### config.mk
export PLATFORM = sky130hd
export DESIGN_NAME = wrw_watchdog
export DESIGN_NICKNAME = d
export VERILOG_FILES = /design/src/inc/wrw_pkg.sv /design/src/inc/wrw_reg_if.sv /design/src/logic/wrw_axil_slave.sv /design/src/logic/wrw_watchdog.sv
export SDC_FILE = /design/constraint.sdc
export NUM_CORES = 1
export LEC_CHECK = 0
export ABC_AREA = 1
export BUFFER_PORTS_ARGS = -buffer_cell sky130_fd_sc_hd__buf_2
export CORE_MARGIN = 3
export CORE_UTILIZATION = 30
export CTS_CLUSTER_SIZE = 20
export DETAILED_ROUTE_END_ITERATION = 6
export GPL_ROUTABILITY_DRIVEN = 0
export SYNTH_ARGS = -nofsm -noshare
export SYNTH_HDL_FRONTEND = slang
export SYNTH_SLANG_ARGS = --single-unit
### constraint.sdc
create_clock -name sys_clk -period 1.5 [get_ports sys_clk]
set_input_delay 0.3 -clock sys_clk [delete_from_list [all_inputs] [get_ports sys_clk]]
set_output_delay 0.3 -clock sys_clk [all_outputs]
set_load 0.02 [all_outputs]
### src/inc/wrw_pkg.sv
package wrw_pkg;

  // Register map. The printed offset is a word index; the byte address is four times it.
  localparam int          ADDR_W          = 12;
  localparam logic [7:0]  CTRL_IDX        = 8'h2E;
  localparam logic [11:0] CTRL_ADDR       = 12'({4'h0, CTRL_IDX} << 2);
  localparam logic [7:0]  CTRL_RESET      = 8'h7F;
  localparam int          ACTIVE_BIT      = 7;
  localparam int          TOP_BIT         = 6;
  localparam logic [6:0]  COUNT_RESET     = 7'h7F;
  localparam logic [6:0]  COUNT_TRIP      = 7'h40;

  // Clock and timing.
  localparam int          CLK_HZ          = 25_000_000;
  localparam int          CLK_PERIOD_NS   = 40;
  localparam int          PRESCALE_CYCLES = 16000;
  localparam int          PIN_LOW_US      = 30;
  localparam int          PIN_LOW_CYCLES  = (PIN_LOW_US * 1000) / CLK_PERIOD_NS;
  localparam int          PHASE_SHORT     = 256;
  localparam int          PHASE_LONG      = 4096;
  localparam int          SEQ_W           = 13;

  // Bus responses.
  localparam logic [1:0]  RESP_OKAY       = 2'h0;
  localparam logic [1:0]  RESP_SLVERR     = 2'h2;

  typedef enum logic [1:0]
  {
    WRW_IDLE  = 2'b00,
    WRW_PIN   = 2'b01,
    WRW_PHASE = 2'b11
  } wrw_state_t;

endpackage

### src/inc/wrw_reg_if.sv
`timescale 1ns/1ps
interface wrw_reg_if;
  logic       regWrite;
  logic [7:0] regWdata;
  logic [7:0] regRdata;

  modport slave
  (
    output regWrite,
    output regWdata,
    input  regRdata
  );

  modport core
  (
    input  regWrite,
    input  regWdata,
    output regRdata
  );
endinterface

### src/logic/wrw_axil_slave.sv
`timescale 1ns/1ps
module wrw_axil_slave
(
  // Clock and reset
  input  wire logic                      sys_clk,
  input  wire logic                      reset_n,
  // Write channels
  input  wire logic [wrw_pkg::ADDR_W-1:0] s_axi_awaddr,
  input  wire logic                      s_axi_awvalid,
  output      logic                      s_axi_awready,
  input  wire logic [31:0]               s_axi_wdata,
  input  wire logic [3:0]                s_axi_wstrb,
  input  wire logic                      s_axi_wvalid,
  output      logic                      s_axi_wready,
  output      logic [1:0]                s_axi_bresp,
  output      logic                      s_axi_bvalid,
  input  wire logic                      s_axi_bready,
  // Read channels
  input  wire logic [wrw_pkg::ADDR_W-1:0] s_axi_araddr,
  input  wire logic                      s_axi_arvalid,
  output      logic                      s_axi_arready,
  output      logic [31:0]               s_axi_rdata,
  output      logic [1:0]                s_axi_rresp,
  output      logic                      s_axi_rvalid,
  input  wire logic                      s_axi_rready,
  // Core side
  wrw_reg_if.slave                       regPort
);

  logic [wrw_pkg::ADDR_W-1:0] awAddr, next_awAddr;
  logic                       awHeld, next_awHeld;
  logic [7:0]                 wByte, next_wByte;
  logic                       wLane, next_wLane;
  logic                       wHeld, next_wHeld;
  logic                       bValid, next_bValid;
  logic [1:0]                 bResp, next_bResp;
  logic                       rValid, next_rValid;
  logic [31:0]                rData, next_rData;
  logic [1:0]                 rResp, next_rResp;
  logic                       doWrite;
  logic                       wrHit;
  logic                       rdHit;

  assign s_axi_awready = !awHeld && !bValid;
  assign s_axi_wready  = !wHeld && !bValid;
  assign s_axi_arready = !rValid;
  assign s_axi_bvalid  = bValid;
  assign s_axi_bresp   = bResp;
  assign s_axi_rvalid  = rValid;
  assign s_axi_rdata   = rData;
  assign s_axi_rresp   = rResp;

  assign doWrite = awHeld && wHeld;
  assign wrHit   = awAddr[wrw_pkg::ADDR_W-1:2] == wrw_pkg::CTRL_ADDR[wrw_pkg::ADDR_W-1:2];
  assign rdHit   = s_axi_araddr[wrw_pkg::ADDR_W-1:2] == wrw_pkg::CTRL_ADDR[wrw_pkg::ADDR_W-1:2];

  // Only byte lane 0 carries the register; a write without it is answered but stores nothing.
  assign regPort.regWrite = doWrite && wrHit && wLane;
  assign regPort.regWdata = wByte;

  always_comb
  begin
    next_awAddr = awAddr;
    next_awHeld = awHeld;
    next_wByte  = wByte;
    next_wLane  = wLane;
    next_wHeld  = wHeld;
    next_bValid = bValid;
    next_bResp  = bResp;
    next_rValid = rValid;
    next_rData  = rData;
    next_rResp  = rResp;
    if (s_axi_awvalid && s_axi_awready)
    begin
      next_awAddr = s_axi_awaddr;
      next_awHeld = 1'b1;
    end
    if (s_axi_wvalid && s_axi_wready)
    begin
      next_wByte = s_axi_wdata[7:0];
      next_wLane = s_axi_wstrb[0];
      next_wHeld = 1'b1;
    end
    if (doWrite)
    begin
      next_awHeld = 1'b0;
      next_wHeld  = 1'b0;
      next_bValid = 1'b1;
      next_bResp  = wrHit ? wrw_pkg::RESP_OKAY : wrw_pkg::RESP_SLVERR;
    end
    if (bValid && s_axi_bready)
      next_bValid = 1'b0;
    if (s_axi_arvalid && s_axi_arready)
    begin
      next_rValid = 1'b1;
      next_rData  = rdHit ? {24'h000000, regPort.regRdata} : 32'h00000000;
      next_rResp  = rdHit ? wrw_pkg::RESP_OKAY : wrw_pkg::RESP_SLVERR;
    end
    else if (rValid && s_axi_rready)
      next_rValid = 1'b0;
  end

  always_ff @(posedge sys_clk)
  begin
    if (!reset_n)
    begin
      awAddr <= '0;
      awHeld <= 1'b0;
      wByte  <= 8'h00;
      wLane  <= 1'b0;
      wHeld  <= 1'b0;
      bValid <= 1'b0;
      bResp  <= 2'h0;
      rValid <= 1'b0;
      rData  <= 32'h00000000;
      rResp  <= 2'h0;
    end
    else
    begin
      awAddr <= next_awAddr;
      awHeld <= next_awHeld;
      wByte  <= next_wByte;
      wLane  <= next_wLane;
      wHeld  <= next_wHeld;
      bValid <= next_bValid;
      bResp  <= next_bResp;
      rValid <= next_rValid;
      rData  <= next_rData;
      rResp  <= next_rResp;
    end
  end

endmodule // wrw_axil_slave

### src/logic/wrw_watchdog.sv
// Functional notes
// - Countdown decrements once per 16000 cycles.
// - Active and 40h to 3Fh starts reset.
// - Countdown runs even while inactive.
// - Inactive after reset; writes cannot deactivate.
// - Active bit with top bit clear resets.
// - Halt while active resets unless optioned off.
// - Hardware option makes watchdog always active.
// - Control resets to 7Fh; activation set-only.
// - Register writes never clear the prescaler.
// - Reset phase lasts 256 or 4096 cycles.
//
// Local design decision: the AXI4-Lite interface to the registers.
`timescale 1ns/1ps
module wrw_watchdog
#(
  parameter int PRESCALE_CYCLES = wrw_pkg::PRESCALE_CYCLES
)
(
  // Clock and reset
  input  wire logic                       sys_clk,
  input  wire logic                       reset_n,
  // AXI4-Lite write channels
  input  wire logic [wrw_pkg::ADDR_W-1:0] s_axi_awaddr,
  input  wire logic                       s_axi_awvalid,
  output      logic                       s_axi_awready,
  input  wire logic [31:0]                s_axi_wdata,
  input  wire logic [3:0]                 s_axi_wstrb,
  input  wire logic                       s_axi_wvalid,
  output      logic                       s_axi_wready,
  output      logic [1:0]                 s_axi_bresp,
  output      logic                       s_axi_bvalid,
  input  wire logic                       s_axi_bready,
  // AXI4-Lite read channels
  input  wire logic [wrw_pkg::ADDR_W-1:0] s_axi_araddr,
  input  wire logic                       s_axi_arvalid,
  output      logic                       s_axi_arready,
  output      logic [31:0]                s_axi_rdata,
  output      logic [1:0]                 s_axi_rresp,
  output      logic                       s_axi_rvalid,
  input  wire logic                       s_axi_rready,
  // Option settings and CPU status
  input  wire logic                       hwWatchdogOption,
  input  wire logic                       haltResetDisable,
  input  wire logic                       resetPhaseLong,
  input  wire logic                       haltExec,
  // Reset request towards the system reset circuitry
  output      logic                       watchdogResetReq,
  output      logic                       resetPin_n,
  output      logic                       resetPhase
);

  localparam int PW = $clog2(PRESCALE_CYCLES);
  localparam logic [PW-1:0] PRESCALE_LAST = PW'(PRESCALE_CYCLES - 1);
  localparam logic [wrw_pkg::SEQ_W-1:0] PIN_LAST   = wrw_pkg::SEQ_W'(wrw_pkg::PIN_LOW_CYCLES - 1);
  localparam logic [wrw_pkg::SEQ_W-1:0] SHORT_LAST = wrw_pkg::SEQ_W'(wrw_pkg::PHASE_SHORT - 1);
  localparam logic [wrw_pkg::SEQ_W-1:0] LONG_LAST  = wrw_pkg::SEQ_W'(wrw_pkg::PHASE_LONG - 1);

  wrw_reg_if regBus ();

  wrw_axil_slave u_slave
  (
    .sys_clk       (sys_clk),
    .reset_n       (reset_n),
    .s_axi_awaddr  (s_axi_awaddr),
    .s_axi_awvalid (s_axi_awvalid),
    .s_axi_awready (s_axi_awready),
    .s_axi_wdata   (s_axi_wdata),
    .s_axi_wstrb   (s_axi_wstrb),
    .s_axi_wvalid  (s_axi_wvalid),
    .s_axi_wready  (s_axi_wready),
    .s_axi_bresp   (s_axi_bresp),
    .s_axi_bvalid  (s_axi_bvalid),
    .s_axi_bready  (s_axi_bready),
    .s_axi_araddr  (s_axi_araddr),
    .s_axi_arvalid (s_axi_arvalid),
    .s_axi_arready (s_axi_arready),
    .s_axi_rdata   (s_axi_rdata),
    .s_axi_rresp   (s_axi_rresp),
    .s_axi_rvalid  (s_axi_rvalid),
    .s_axi_rready  (s_axi_rready),
    .regPort       (regBus.slave)
  );

  logic [PW-1:0]              prescale, next_prescale;
  logic [6:0]                 count, next_count;
  logic                       active, next_active;
  wrw_pkg::wrw_state_t        state, next_state;
  logic [wrw_pkg::SEQ_W-1:0]  seqCount, next_seqCount;
  logic                       phaseLong, next_phaseLong;
  logic                       tick;
  logic                       effActive;
  logic                       writeActive;
  logic                       timeoutTrip;
  logic                       forceTrip;
  logic                       haltTrip;
  logic                       trigger;
  logic                       seqEnd;

  // hardware option
  // The option overrides the stored bit, which then only matters once the option is removed.
  assign effActive   = active || hwWatchdogOption;
  assign writeActive = effActive || regBus.regWdata[wrw_pkg::ACTIVE_BIT];

  assign tick = (prescale == PRESCALE_LAST);

  // timeout trip
  // A write in the same cycle as the tick loads fresh contents, so it cancels that step.
  assign timeoutTrip = effActive && tick && !regBus.regWrite && (count == wrw_pkg::COUNT_TRIP);

  assign forceTrip = regBus.regWrite && writeActive && !regBus.regWdata[wrw_pkg::TOP_BIT];

  assign haltTrip = haltExec && effActive && !haltResetDisable;

  assign trigger = timeoutTrip || forceTrip || haltTrip;
  assign seqEnd  = (state == wrw_pkg::WRW_PHASE) && (seqCount == (phaseLong ? LONG_LAST : SHORT_LAST));

  assign regBus.regRdata = {active, count};

  assign watchdogResetReq = (state != wrw_pkg::WRW_IDLE);
  assign resetPin_n       = (state != wrw_pkg::WRW_PIN);
  assign resetPhase       = (state == wrw_pkg::WRW_PHASE);

  always_comb
  begin
    // prescaler free running
    // Writes leave the prescaler alone, so the first step after a refresh comes at any point of a period.
    next_prescale = tick ? '0 : PW'(prescale + 1'b1);
    next_count    = count;
    next_active   = active;
    if (tick)
      next_count = 7'(count - 7'h01);
    if (regBus.regWrite)
    begin
      next_count  = regBus.regWdata[6:0];
      next_active = active || regBus.regWdata[wrw_pkg::ACTIVE_BIT];
    end
    // The end of the reset phase stands for the system reset that follows it.
    if (seqEnd)
    begin
      next_count  = wrw_pkg::COUNT_RESET;
      next_active = 1'b0;
    end
  end

  always_comb
  begin
    next_state     = state;
    next_seqCount  = seqCount;
    next_phaseLong = phaseLong;
    case (state)
      wrw_pkg::WRW_IDLE:
      begin
        if (trigger)
        begin
          next_state     = wrw_pkg::WRW_PIN;
          next_seqCount  = '0;
          next_phaseLong = resetPhaseLong;
        end
      end
      wrw_pkg::WRW_PIN:
      begin
        if (seqCount == PIN_LAST)
        begin
          next_state    = wrw_pkg::WRW_PHASE;
          next_seqCount = '0;
        end
        else
          next_seqCount = wrw_pkg::SEQ_W'(seqCount + 1'b1);
      end
      wrw_pkg::WRW_PHASE:
      begin
        if (seqEnd)
        begin
          next_state    = wrw_pkg::WRW_IDLE;
          next_seqCount = '0;
        end
        else
          next_seqCount = wrw_pkg::SEQ_W'(seqCount + 1'b1);
      end
      default:
      begin
        next_state    = wrw_pkg::WRW_IDLE;
        next_seqCount = '0;
      end
    endcase
  end

  always_ff @(posedge sys_clk)
  begin
    if (!reset_n)
    begin
      prescale  <= '0;
      count     <= wrw_pkg::COUNT_RESET;
      active    <= 1'b0;
      state     <= wrw_pkg::WRW_IDLE;
      seqCount  <= '0;
      phaseLong <= 1'b0;
    end
    else
    begin
      prescale  <= next_prescale;
      count     <= next_count;
      active    <= next_active;
      state     <= next_state;
      seqCount  <= next_seqCount;
      phaseLong <= next_phaseLong;
    end
  end

  // Helper counters of cycles spent with the reset pin low and in the reset phase.
  logic [wrw_pkg::SEQ_W:0] phaseSeen;
  logic [wrw_pkg::SEQ_W:0] pinSeen;

  always_ff @(posedge sys_clk)
  begin
    if (!reset_n)
    begin
      phaseSeen <= '0;
      pinSeen   <= '0;
    end
    else
    begin
      phaseSeen <= resetPhase ? (wrw_pkg::SEQ_W + 1)'(phaseSeen + 1'b1) : '0;
      pinSeen   <= !resetPin_n ? (wrw_pkg::SEQ_W + 1)'(pinSeen + 1'b1) : '0;
    end
  end
endmodule // wrw_watchdog

; Word level (Yosys, flattened, before mapping)
; Cells that the tools add are included.
[op_classes]
n_reduce_logical = 40
shifts = 0
n_mux = 16
div_mod_pow = 0
magnitude_cmp = 0
addsub = 3
bitwise = 1
n_mul = 0
n_eq_ne = 12
[ops]
columns = cell, count
row1 = $mux W13, 3
row2 = $pmux W13 S3, 1
row3 = $eq A10 B6 Y1 const B, 2
row4 = $logic_and A1 B1 Y1, 18
row5 = $add A14 B1 Y14 const B, 1
row6 = $eq A14 B14 Y1 const B, 1
row7 = $mux W7, 2
row8 = $add A13 B1 Y13 const B, 1
row9 = $eq A13 B10 Y1 const B, 1
row10 = $eq A13 B12 Y1, 1
row11 = $mux W12, 1
row12 = $mux W2, 5
row13 = $mux W8, 1
row14 = $reduce_or A2 Y1, 4
row15 = $eq A7 B7 Y1 const B, 1
row16 = $logic_not A1 Y1, 7
row17 = $sub A7 B1 Y7 const B, 1
row18 = $pmux W2 S3, 1
row19 = $reduce_bool A2 Y1, 3
row20 = $logic_or A1 B1 Y1, 5
row21 = $ne A2 B1 Y1 const B, 2
row22 = $ne A2 B2 Y1 const B, 2
row23 = $reduce_and A3 Y1, 1
row24 = $eq A2 B1 Y1 const B, 1
row25 = 5 further kinds, 6
[word_totals]
latch_bits = 0
mem_bits_ro = 0
elab_cells = 88
mem_bits_rw = 0
register_bits = 99
mem_count = 0
out_inout_bits = 44
inputBits = 71

; Depth between registers and ports, before layout
; Gate-level depths: netlist of the first run.
[logic_depth]
ltp_word = 10
ltp_mapped = 12
mapped_depth_nobuf = 11

; Hierarchy
; From an unflattened synthesis of the first run, not the netlist that was laid out.
[hier_totals]
hier_cells = 523
area_unflattened_um2 = 3673.5
[by_module_without_submodules]
columns = mod, instances, area_each_um2, seq_area_each_um2, cells_per_inst
row1 = wrw_watchdog, 1, 2178.3, 760.7, 330
row2 = wrw_axil_slave, 1, 1495.2, 660.6, 193

; Least setup slack after synthesis of the first run
; Ideal clock, no wire load.
[synth_path]
path_kind = reg-to-reg
start = reg seqCount[0] in the netlist's numbering
end = reg seqCount[7] in the netlist's numbering
arrival_time_ns = 1.409
setup_time_ns = 0.131
path_stages_with_launch = 12
n_path_buf = 1
path_slack_ns = -0.040
required_ns = 1.369
synth_period_minus_slack_ns = 1.540
cell_sequence = dfxtp_1 ha_1 nand2_2 nor2_4 inv_2 nor2_8 nand3_2 nand2_2 nand2_4 buf_6 nand2_1 a21oi_2
[synth_between]
elab_chain_len = 4
elab_cells_between_ends = 7
cone_classes = add/sub (1) / eq/ne (2) / mux (3) / reduce/logical (1)
[synth_rtl]
columns = element, line_no
row1 = "start, declared", wrw_watchdog.sv:89  ; logic [wrw_pkg::SEQ_W-1:0] seqCount, next_seqCount;
row2 = "start signal, assigned", wrw_watchdog.sv:206  ; seqCount <= next_seqCount;
row3 = "parallel branches: the longest is 3 deep, another holds $add A13 B1 Y13", --
row4 = $pmux W13 S3 (*), wrw_watchdog.sv:151  ; case (state)
; Mark *: on every way between the ends.
; A chain may end at the register's enable or synchronous reset.

; Final worst setup path of the first run
[layout_path]
start = reg prescale[0]
end = reg seqCount[12] in the netlist's numbering
[layout_between]
elab_chain_len = 7
[layout_rtl]
columns = element, line_no
row1 = "start, declared", wrw_watchdog.sv:85  ; logic [PW-1:0] prescale, next_prescale;
row2 = "start signal, assigned", wrw_watchdog.sv:202  ; prescale <= next_prescale;
row3 = $eq A14 B14 Y1, wrw_watchdog.sv:105  ; assign tick = (prescale == PRESCALE_LAST);
row4 = $logic_and A1 B1 Y1 (3 in series), wrw_watchdog.sv:109  ; assign timeoutTrip = effActive && tick && !regBus.regWrite && (count == wrw_pkg::COUNT_TRIP);
row5 = $logic_or A1 B1 Y1 (2 in series), wrw_watchdog.sv:115  ; assign trigger = timeoutTrip || forceTrip || haltTrip;
row6 = $ne A2 B2 Y1 (no source line), --
; No other way between the ends.

==> impl_metrics.env, run 1 <==
export IMPL_outcome="finished, violations left"
export IMPL_failed_checks="negative setup slack"
export IMPL_fin_skew_ps=3.806
export IMPL_drt_iter0_drc=151
export IMPL_via_count=3479
export IMPL_ys_warn_count=0
export IMPL_rrSetupSlack_ps=-50
export IMPL_synthCells=504
export IMPL_slew_violations=0
export IMPL_insertion_delay_ps=330
export IMPL_start_kind="flop"
export IMPL_cts_inserted_buffers=9
export IMPL_peakVddDrop_mv=0.5172
export IMPL_grt_pass1_wl_um=14410
export IMPL_cts_path_max_buffers=2
export IMPL_critical_path_required_ps=1710
export IMPL_place_area_mm2=0.004278
export IMPL_setup_viol_count_final=11
export IMPL_io_pins=115
export IMPL_die_h_um=116.5
export IMPL_reg2reg_depth=11
export IMPL_grt_max_degree=22
export IMPL_fp_dieW_um=116.5
export IMPL_nNetsFinal=690
export IMPL_die_area_mm2=0.01356
export IMPL_end_kind="flop"
export IMPL_via_per_inst=4.566
export IMPL_cp_max_fo=7
export IMPL_cts_htree_levels=3
export IMPL_timing_rr_start="prescale[0]$_SDFF_PP0_"
export IMPL_reg2reg_to="seqCount[12]$_SDFFE_PN0P_"
export IMPL_cp_arrival_ps=1760
export IMPL_final_util=0.4335
export IMPL_wl_per_cell_um=12.12
export IMPL_ys_flop_type="dfxtp_1"
export IMPL_power_total_mw=5.815
export IMPL_synth_edff_count=0
export IMPL_crit_start="prescale[0]$_SDFF_PP0_"
export IMPL_synth_avg_cell_area_um2=7.261
export IMPL_synth_cell_types=43
export IMPL_cts_tree="done"
export IMPL_hpwlAfterDp_um=6658
export IMPL_wl_um=9234
export IMPL_p_leak_nw=2.141
export IMPL_drive_gt1_frac=0.3780
export IMPL_finalCritPeriodShare=1.034
export IMPL_rsz0062_at_grt="yes"
export IMPL_power_density_mw_per_mm2=1150
export IMPL_ant_nets=0
export IMPL_syn_area_mm2=0.003660
export IMPL_clkTransAtPathRegs_ps=60
export IMPL_maxCapViolations=0
export IMPL_grtUsageTotal=0.1324
export IMPL_path_class="reg2reg"
export IMPL_fillerInstances=1172
export IMPL_critical_path_endpoint="seqCount[12]$_SDFFE_PN0P_"
export IMPL_drt_pass1_iterations=4
export IMPL_num_antenna_cells=0
export IMPL_hold_buffers=0
export IMPL_port_buffers=57
export IMPL_coreArea_mm2=0.01166
export IMPL_fin_cells=762
export IMPL_grt_overflow_total=0
export IMPL_ys_ff_latch=71
export IMPL_synthArstFlopShare=0
export IMPL_row_count=39
export IMPL_yosysSeqAreaShare=0.3884
export IMPL_cts_root_buffer="clkbuf_16"
export IMPL_cts_sinks=71
export IMPL_finalCriticalPeriod_ps=1551
export IMPL_fin_ws_ps=-51.40
export IMPL_hp_class="in2reg"
export IMPL_grt_pass1_vias=3295
export IMPL_tns_ps=-324.7
export IMPL_max_freq_ghz=0.6446
export IMPL_hold_violations=0
export IMPL_design_area_mm2=0.005056
export IMPL_areaGrowthSynthToFinish_pct=38.15
export IMPL_dp_cells=733
export IMPL_antenna_found_initial=0
export IMPL_drcViolationCount=0
export IMPL_initial_core_util=0.3138
-- state kept, by name, indices dropped and copies added, names as in the netlist, 2 cells and up --
signal                    flops
state                         2
prescale                     14
seqCount                     13
u_slave.s_axi_rdata           8
count                         7
u_slave.regPort.regWdata      8
u_slave.awAddr               10
-- power by group --
| group | total [mW] | switching (mW) | internal, mW |
|---|---|---|---|
| Combinational | 1.34 | 0.873 | 0.464 |
| Clock | 2.34 | 0.801 | 1.54 |
| Sequential | 2.13 | 0.112 | 2.02 |
| Total | 5.82 | 1.79 | 4.03 |
-- cell usage after synthesis, types with 2 or more instances --
| master | count | area, um^2 |
|---|---|---|
| a21oi_1 | 47 | 235.2 |
| buf_4 | 26 | 195.2 |
| buf_6 | 2 | 22.52 |
| clkbuf_1 | 7 | 26.28 |
| dfxtp_1 | 71 | 1421 |
| ha_1 | 5 | 62.56 |
| inv_1 | 57 | 214.0 |
| inv_2 | 5 | 18.77 |
| nand2_1 | 91 | 341.6 |
| nand2_2 | 8 | 50.05 |
| nand3_1 | 23 | 115.1 |
| nand3_2 | 9 | 90.09 |
| nand3b_1 | 5 | 37.54 |
| nand4_1 | 9 | 56.30 |
| nor2_1 | 57 | 214.0 |
| nor2_2 | 7 | 43.79 |
| nor2_4 | 4 | 45.04 |
| nor3_1 | 4 | 20.02 |
| nor4_1 | 2 | 12.51 |
| o2111ai_1 | 3 | 26.28 |
| o211ai_1 | 3 | 22.52 |
| o21a_1 | 2 | 15.01 |
| o21ai_0 | 27 | 135.1 |
| o21ai_1 | 3 | 15.01 |
| or2_2 | 3 | 18.77 |
| xnor2_1 | 3 | 26.28 |
| xor2_1 | 5 | 43.79 |
-- layout make-up --
cell class                      count  area, um^2  area share
Clock buffer                       11       252.7     0.04999
Clock inverter                      5       80.08     0.01584
Inverter                           63       236.5     0.04677
Multi-Input combinational cell    359        2170      0.4291
Sequential cell                    71        1438      0.2843
Tap cell                          143       178.9     0.03539
Timing Repair Buffer              110       700.7      0.1386
-- per-stage QoR --
stage          hold slack [ps]  setup slack, ps
2_1_floorplan            399.0            3.671
3_3_place_gp             439.1           -72.93
3_5_place_dp             449.7           -108.6
4_1_cts                  137.3           -45.82
5_1_grt                  145.5           -168.3
6_report                 144.8           -51.40
-- critical path: stages, from the launching register on --
cell and delay [ps]:
dfxtp_2 360, ha_4 150, nand3_4 90, nor2_4 140, nand3_4 110, nor2_4 100
nand2_2 70, nand2_2 80, nor2_4 50, buf_6 140, nand3_1 60, a21oi_1 60
-- layer usage --
| metal | GRT usage | vias to the layer above | wire length (um) | share of wire |
|---|---|---|---|---|
| li1 | - | 1801 | - | - |
| met1 | 0.1561 | 1581 | 4098 | 0.44 |
| met2 | 0.2269 | 79 | 4446 | 0.48 |
| met3 | 0.03679 | 18 | 465 | 0.050 |
| met4 | 0.05336 | 0 | 223 | 0.024 |
| met5 | 0 | - | 0 | 0 |
-- worst min path at each step --
stage                                        start                                end  slack [ps]  cells after the start
detailed placement  u_slave.awAddr[9]$_SDFFE_PN0P_     u_slave.awAddr[9]$_SDFFE_PN0P_         450                      2
finish                                s_axi_bready  u_slave.s_axi_bvalid$_SDFFE_PP0P_         140                      2
global placement    u_slave.awAddr[8]$_SDFFE_PN0P_     u_slave.awAddr[8]$_SDFFE_PN0P_         440                      2
floorplan                             s_axi_bready  u_slave.s_axi_bvalid$_SDFFE_PP0P_         400                      1
global route                          s_axi_bready  u_slave.s_axi_bvalid$_SDFFE_PP0P_         150                      2
CTS                                   s_axi_bready  u_slave.s_axi_bvalid$_SDFFE_PP0P_         140                      2
-- cells in the final DEF, fill, tap and decap left out, types with 4 or more instances in the layout --
master,synthesis,layout
nand3_4,0,5
buf_6,2,4
a21oi_2,1,11
a21oi_1,47,37
dfxtp_2,0,10
nor2_1,57,49
nand3_2,9,17
nor2_4,4,9
conb_1,1,26
nand2_1,91,82
inv_2,5,13
nor2_2,7,10
inv_1,57,49
nand2_2,8,13
nand3b_1,5,5
clkbuf_16,0,9
buf_2,1,56
nand4_1,9,9
o21ai_0,27,25
dfxtp_1,71,60
xor2_1,5,5
buf_4,26,50
nand3_1,23,10
-- what timing repair did --
item,in CTS,in global routing
buffers inserted,5,7
resized for setup,27,65
pin swaps,4,33
cloned,0,1
setup endpoints to repair,32,38
-- cells by family after synthesis --
logic type / synth area share
and+or+nand+nor: 0.3097
buffers and inverters: 0.1337
AOI/OAI and AO/OA: 0.1309
DFF: 0.3884
xor gates and xnor gates: 0.01915
adders and majority gates: 0.01709
other: 0.001025
No activity file was read; power rests on OpenSTA's default activity.
==> inputs of run 2 (changes only) <==
==> constraint.sdc (replaced) <==
create_clock -name sys_clk -period 1.5 [get_ports sys_clk]
set_input_delay 0.075 -clock sys_clk [delete_from_list [all_inputs] [get_ports sys_clk]]
set_output_delay 0.075 -clock sys_clk [all_outputs]
set_load 0.02 [all_outputs]
==> run 2 against run 1 <==
Largest cell class unchanged. Sequential power barely moved. Sequential share of layout area up 0.86 points. Flip-flop and latch count did not move. Critical path depth is 3 lower. The flow still finishes with violations (negative setup slack). Power down 7.8%. Routed wire length down 2.2%. Final area down 2.8%. Highest routed layer unchanged. Via count about the same.
==> impl_metrics.env, run 2 (synthesis results as in run 1) <==
export IMPL_fin_cells=759
export IMPL_critical_path_required_ps=1770
export IMPL_maxCapViolations=0
export IMPL_layout_common_cells="nand2_1 (84), dfxtp_1 (57), buf_2 (57), nor2_1 (54), inv_1 (46)"
export IMPL_rsz0062_at_grt="yes"
export IMPL_end_kind="flop"
export IMPL_hold_path_depth=3
export IMPL_antenna_found_initial=0
export IMPL_cp_arrival_ps=1800
export IMPL_p_leak_nw=2.112
export IMPL_largest_register="prescale"
export IMPL_timing_rr_start="seqCount[0]$_SDFFE_PN0P_"
export IMPL_via_per_inst=4.581
export IMPL_fin_skew_ps=2.435
export IMPL_grt_pass1_wl_um=14560
export IMPL_wl_um=9033
export IMPL_hp_class="in2reg"
export IMPL_tns_ps=-56.12
export IMPL_largestRegisters="prescale: 14 flops, seqCount: 13 flops, u_slave.awAddr: 10 flops"
export IMPL_io_pins=115
export IMPL_cts_tree="done"
export IMPL_clkTransAtPathRegs_ps=50
export IMPL_largest_reg_flops=14
export IMPL_fp_dieW_um=116.5
export IMPL_grtUsageTotal=0.1336
export IMPL_peakVddDrop_mv=0.6612
export IMPL_wl_per_cell_um=11.90
export IMPL_start_kind="flop"
export IMPL_slew_violations=0
export IMPL_outcome="finished, violations left"
export IMPL_drt_pass1_iterations=4
export IMPL_fillerInstances=1162
export IMPL_hold_violations=0
export IMPL_port_buffers=57
export IMPL_initial_core_util=0.3138
export IMPL_path_class="reg2reg"
export IMPL_cp_max_fo=5
export IMPL_num_antenna_cells=0
export IMPL_layout_commonest_cell="nand2_1"
export IMPL_cts_root_buffer="clkbuf_16"
export IMPL_power_density_mw_per_mm2=1091
export IMPL_reg2reg_depth=8
export IMPL_failed_checks="negative setup slack"
export IMPL_insertion_delay_ps=330
export IMPL_via_count=3477
export IMPL_design_area_mm2=0.004912
export IMPL_drt_iter0_drc=137
export IMPL_cts_htree_levels=3
export IMPL_cts_sinks=71
export IMPL_grt_pass1_vias=3306
export IMPL_rrSetupSlack_ps=-30
export IMPL_hold_path_endpoint="u_slave.awAddr[5]$_SDFFE_PN0P_"
export IMPL_row_count=39
export IMPL_min_from="s_axi_awaddr[5]"
export IMPL_dp_cells=732
export IMPL_grt_max_degree=25
export IMPL_hpwlAfterDp_um=6553
export IMPL_cts_inserted_buffers=9
export IMPL_drive_gt1_frac=0.3555
export IMPL_max_freq_ghz=0.6544
export IMPL_setup_viol_count_final=5
export IMPL_grt_overflow_total=0
export IMPL_ant_nets=0
export IMPL_fin_ws_ps=-28.09
export IMPL_finalCriticalPeriod_ps=1528
export IMPL_areaGrowthSynthToFinish_pct=34.22
export IMPL_nNetsFinal=688
export IMPL_final_util=0.4212
export IMPL_die_area_mm2=0.01356
export IMPL_finalCritPeriodShare=1.019
export IMPL_drcViolationCount=0
export IMPL_reg2reg_to="seqCount[7]$_SDFFE_PN0P_"
export IMPL_die_h_um=116.5
export IMPL_place_area_mm2=0.004283
export IMPL_coreArea_mm2=0.01166
export IMPL_cts_path_max_buffers=2
==> run 2: cell count changes in the layout (fill, tap and decap cells not counted), sizes merged <==
cell and delta:
buf -5, clkbuf +5, bufinv -2, clkinvlp -2, dlygate4sd3 +2, clkinv -1
==> run 2: final cells by class <==
| type | count | area (um^2) | area share |
|---|---|---|---|
| well taps | 143 | 178.9 | 0.03642 |
| repair buffers | 108 | 710.7 | 0.1447 |
| clock buffers | 15 | 277.8 | 0.05655 |
| flip-flops and latches | 71 | 1439 | 0.2929 |
| inverters | 63 | 239.0 | 0.04865 |
| multi-input cells | 359 | 2067 | 0.4208 |
==> run 2: report_power, final <==
part	leakage, nW	switching (mW)	total (mW)	internal [mW]
logic	1.39	0.828	1.27	0.437
clock network	0.136	0.741	1.99	1.25
registers	0.583	0.0885	2.11	2.02
total	2.11	1.66	5.36	3.70
==> run 2: worst max-delay path: stages (launching register included) <==
cell and delay, ps:
dfxtp_2 360, buf_6 130, nand4_1 160, nor2_1 210, nand2_2 130, nor2_4 130, xor2_1 150, nand2_1 80
a21oi_2 120
==> run 2: through the flow <==
step	hold WS, ps	total power, mW	worst slack (ps)
5_1_grt	35.12	5.653	-144.8
2_1_floorplan	174.0	2.879	3.671
3_3_place_gp	260.6	3.175	-40.65
6_report	9.799	5.362	-28.09
3_5_place_dp	270.4	3.199	-82.96
4_1_cts	3.553	5.281	-34.58
==> run 2: worst max-delay path by stage <==
stage,slack (ps),startpoint,endpoint,depth (start not counted)
6_report,-30,seqCount[0]$_SDFFE_PN0P_,seqCount[7]$_SDFFE_PN0P_,8
5_1_grt,-140,seqCount[0]$_SDFFE_PN0P_,seqCount[11]$_SDFFE_PN0P_,9
4_1_cts,-30,prescale[1]$_SDFF_PP0_,state[0]$_SDFFE_PN0P_,10
3_5_place_dp,-80,prescale[1]$_SDFF_PP0_,prescale[10]$_SDFF_PP0_,9
3_3_place_gp,-40,prescale[0]$_SDFF_PP0_,prescale[10]$_SDFF_PP0_,9
2_1_floorplan,4,prescale[0]$_SDFF_PP0_,seqCount[7]$_SDFFE_PN0P_,11
==> run 2: what timing repair did <==
| action | in CTS | in global routing |
|---|---|---|
| hold buffers | 2 | 0 |
| pin swaps | 5 | 21 |
| gates cloned | 0 | 2 |
| setup endpoints to repair | 26 | 36 |
| setup buffers | 3 | 6 |
| gates resized for setup | 18 | 57 |
| endpoints found under the hold margin | 2 | 0 |
==> run 2: routing by layer <==
layer | share of wire | vias up | track usage
met5 | 0 | - | 0
li1 | - | 1793 | -
met4 | 0.015 | 0 | 0.04408
met1 | 0.45 | 1587 | 0.1682
met3 | 0.052 | 11 | 0.03523
met2 | 0.48 | 86 | 0.2223
==> inputs of run 3 (changes only) <==
==> constraint.sdc (replaced) <==
create_clock -name sys_clk -period 1.5 [get_ports sys_clk]
set_input_delay 0.15 -clock sys_clk [delete_from_list [all_inputs] [get_ports sys_clk]]
set_output_delay 0.15 -clock sys_clk [all_outputs]
set_load 0.02 [all_outputs]
==> run 3 against run 2 <==
The run still ends with negative setup slack left. Critical path depth increased by 3. Setup slack worse by 25 ps. Register-to-register slack got worse by 30 ps. First-iteration DRC count is 7.3% lower. Critical path type unchanged. Largest power group is now clock. Highest routed layer unchanged.
==> impl_metrics.env, run 3 (synthesis results as in run 1) <==
export IMPL_outcome="finished, violations left"
export IMPL_failed_checks="negative setup slack"
export IMPL_areaGrowthSynthToFinish_pct=37.68
export IMPL_internal_power_mw=4.469
export IMPL_hpwlAfterDp_um=6702
export IMPL_largest_register="prescale"
export IMPL_largest_reg_flops=14
export IMPL_wl_um=9394
export IMPL_hold_path_endpoint="u_slave.awAddr[7]$_SDFFE_PN0P_"
export IMPL_cp_max_fo=4
export IMPL_p_clk_frac=0.455
export IMPL_path_class="reg2reg"
export IMPL_layout_commonest_cell="nand2_1"
export IMPL_port_buffers=57
export IMPL_row_count=39
export IMPL_grt_max_degree=22
export IMPL_num_antenna_cells=0
export IMPL_cts_inserted_buffers=9
export IMPL_grtUsageTotal=0.1392
export IMPL_cts_tree="done"
export IMPL_max_stage_delay_ps=350
export IMPL_via_count=3462
export IMPL_switching_share=0.2762
export IMPL_path_buf_inv=4
export IMPL_initial_core_util=0.3138
export IMPL_fin_skew_ps=8.275
export IMPL_fin_ws_ps=-53.49
export IMPL_drive_gt1_frac=0.3333
export IMPL_maxCapViolations=0
export IMPL_multi_input_area_mm2=0.002086
export IMPL_regArea_mm2=0.001430
export IMPL_grt_pass1_vias=3343
export IMPL_ant_nets=0
export IMPL_cts_htree_levels=3
export IMPL_critical_path_required_ps=1750
export IMPL_antenna_found_initial=0
export IMPL_insertion_delay_ps=330
export IMPL_layout_common_cells="nand2_1 (85), dfxtp_1 (64), buf_2 (57), nor2_1 (52), inv_1 (51)"
export IMPL_slew_violations=0
export IMPL_grt_overflow_total=0
export IMPL_min_from="s_axi_awaddr[7]"
export IMPL_cts_path_max_buffers=2
export IMPL_cp_arrival_ps=1800
export IMPL_grt_pass1_wl_um=15120
export IMPL_peakVddDrop_mv=0.4819
export IMPL_design_area_mm2=0.005039
export IMPL_fillerInstances=1148
export IMPL_hold_violations=0
export IMPL_hp_class="in2reg"
export IMPL_end_kind="flop"
export IMPL_crit_family="simple AND/OR/NAND/NOR gates"
export IMPL_timing_rr_start="prescale[1]$_SDFF_PP0_"
export IMPL_io_pins=115
export IMPL_setup_viol_count_final=15
export IMPL_start_kind="flop"
export IMPL_via_per_inst=4.567
export IMPL_power_density_mw_per_mm2=1225
export IMPL_finalCritPeriodShare=1.036
export IMPL_cts_root_buffer="clkbuf_16"
export IMPL_largestRegisters="prescale: 14 flops, seqCount: 13 flops, u_slave.awAddr: 10 flops"
export IMPL_cp_slowest_cell="dfxtp_2"
export IMPL_drcViolationCount=0
export IMPL_reg2reg_to="count[2]$_SDFFE_PP1P_"
export IMPL_reg2reg_depth=11
export IMPL_hold_path_depth=3
export IMPL_die_h_um=116.5
export IMPL_rsz0062_at_grt="yes"
export IMPL_wl_per_cell_um=12.39
export IMPL_drt_pass1_iterations=4
export IMPL_cts_sinks=71
export IMPL_power_frac_seq=0.341
export IMPL_finalCriticalPeriod_ps=1553
export IMPL_nNetsFinal=686
export IMPL_rrSetupSlack_ps=-50
export IMPL_p_leak_nw=2.178
export IMPL_fp_dieW_um=116.5
export IMPL_comb_power_share=0.204
export IMPL_coreArea_mm2=0.01166
export IMPL_drt_iter0_drc=127
export IMPL_worstPathCellList="ha_4, nand3_4, nor2_4, nand3_4, buf_4, inv_4, buf_6, nand2_4, inv_4, nand3b_1, o2111ai_2"
export IMPL_die_area_mm2=0.01356
export IMPL_place_area_mm2=0.004295
export IMPL_max_freq_ghz=0.6437
export IMPL_clkTransAtPathRegs_ps=60
export IMPL_p_sw_mw=1.705
export IMPL_final_util=0.4320
## run 3: changes by cell type in the layout (fill, tap and decap cells not counted), moves of 4 or more
cell / change
bufinv_16: +5
dfxtp_1: +7
inv_1: +5
nand3_2: -7
buf_6: +4
nand2_2: -4
nand3_1: +6
inv_2: -8
dfxtp_2: -7
buf_4: -5
## run 3: per-layer routing
metal	vias up	GRT usage	wire length (um)
met5	-	0	0
met1	1570	0.1718	4249
met3	14	0.03782	390
met4	0	0.04718	117
li1	1794	-	-
met2	84	0.2346	4636
## run 3: stage by stage
step / instances / hold slack (ps) / setup TNS (ps) / setup WS [ps] / power, mW
2_1_floorplan: 529 / 249.0 / 0 / 3.671 / 2.879
3_3_place_gp: 732 / 336.4 / -1024 / -74.01 / 3.201
3_5_place_dp: 732 / 340.6 / -1877 / -121.4 / 3.223
4_1_cts: 751 / 60.35 / -539.7 / -54.44 / 6.111
5_1_grt: 758 / 95.11 / -3226 / -158.7 / 6.449
6_report: 758 / 71.31 / -344.9 / -53.49 / 6.174
## run 3: layout make-up
type                            count  area share
Tap cell                          143     0.03551
Inverter                           63     0.04892
Multi-Input combinational cell    359      0.4140
Sequential cell                    71      0.2838
Clock inverter                      6     0.03079
Clock buffer                       10     0.04743
Timing Repair Buffer              106      0.1396
## run 3: what timing repair did
action | in CTS | in global routing
setup endpoints to repair | 26 | 40
pin swaps | 7 | 20
hold buffers | 1 | 0
endpoints found under the hold margin | 1 | 0
gates cloned | 1 | 0
gates resized for setup | 23 | 47
setup buffers | 2 | 8
## run 3: worst max-delay path by stage
| stage | startpoint | to | slack (ps) | cells after the start |
|---|---|---|---|---|
| 2_1_floorplan | prescale[0]$_SDFF_PP0_ | seqCount[7]$_SDFFE_PN0P_ | 4 | 11 |
| 3_3_place_gp | prescale[0]$_SDFF_PP0_ | seqCount[1]$_SDFFE_PN0P_ | -70 | 11 |
| 3_5_place_dp | prescale[0]$_SDFF_PP0_ | prescale[10]$_SDFF_PP0_ | -120 | 9 |
| 4_1_cts | count[0]$_SDFFE_PP1P_ | seqCount[1]$_SDFFE_PN0P_ | -50 | 11 |
| 5_1_grt | count[1]$_SDFFE_PP1P_ | seqCount[6]$_SDFFE_PN0P_ | -160 | 12 |
| 6_report | prescale[1]$_SDFF_PP0_ | count[2]$_SDFFE_PP1P_ | -50 | 11 |
## run 3: power groups by stage
stage                     registers (mW)  logic, mW  clock network, mW
final                               2.10       1.26               2.81
after global routing                2.12       1.39               2.94
after CTS                           2.10       1.16               2.85
after detailed placement            2.13       1.09                  0
after global placement              2.12       1.08                  0
after floorplan                     2.14      0.742                  0
## run 3: worst register-to-register path: cells and delay by family, from the launching register on
| kind | cells | cell delay, ps |
|---|---|---|
| buffers and inverters | 4 | 390 |
| AO/OA/AOI/OAI | 1 | 90 |
| flip-flops | 1 | 350 |
| adder cells (fa/ha/maj) | 1 | 160 |
| AND/OR/NAND/NOR | 5 | 480 |
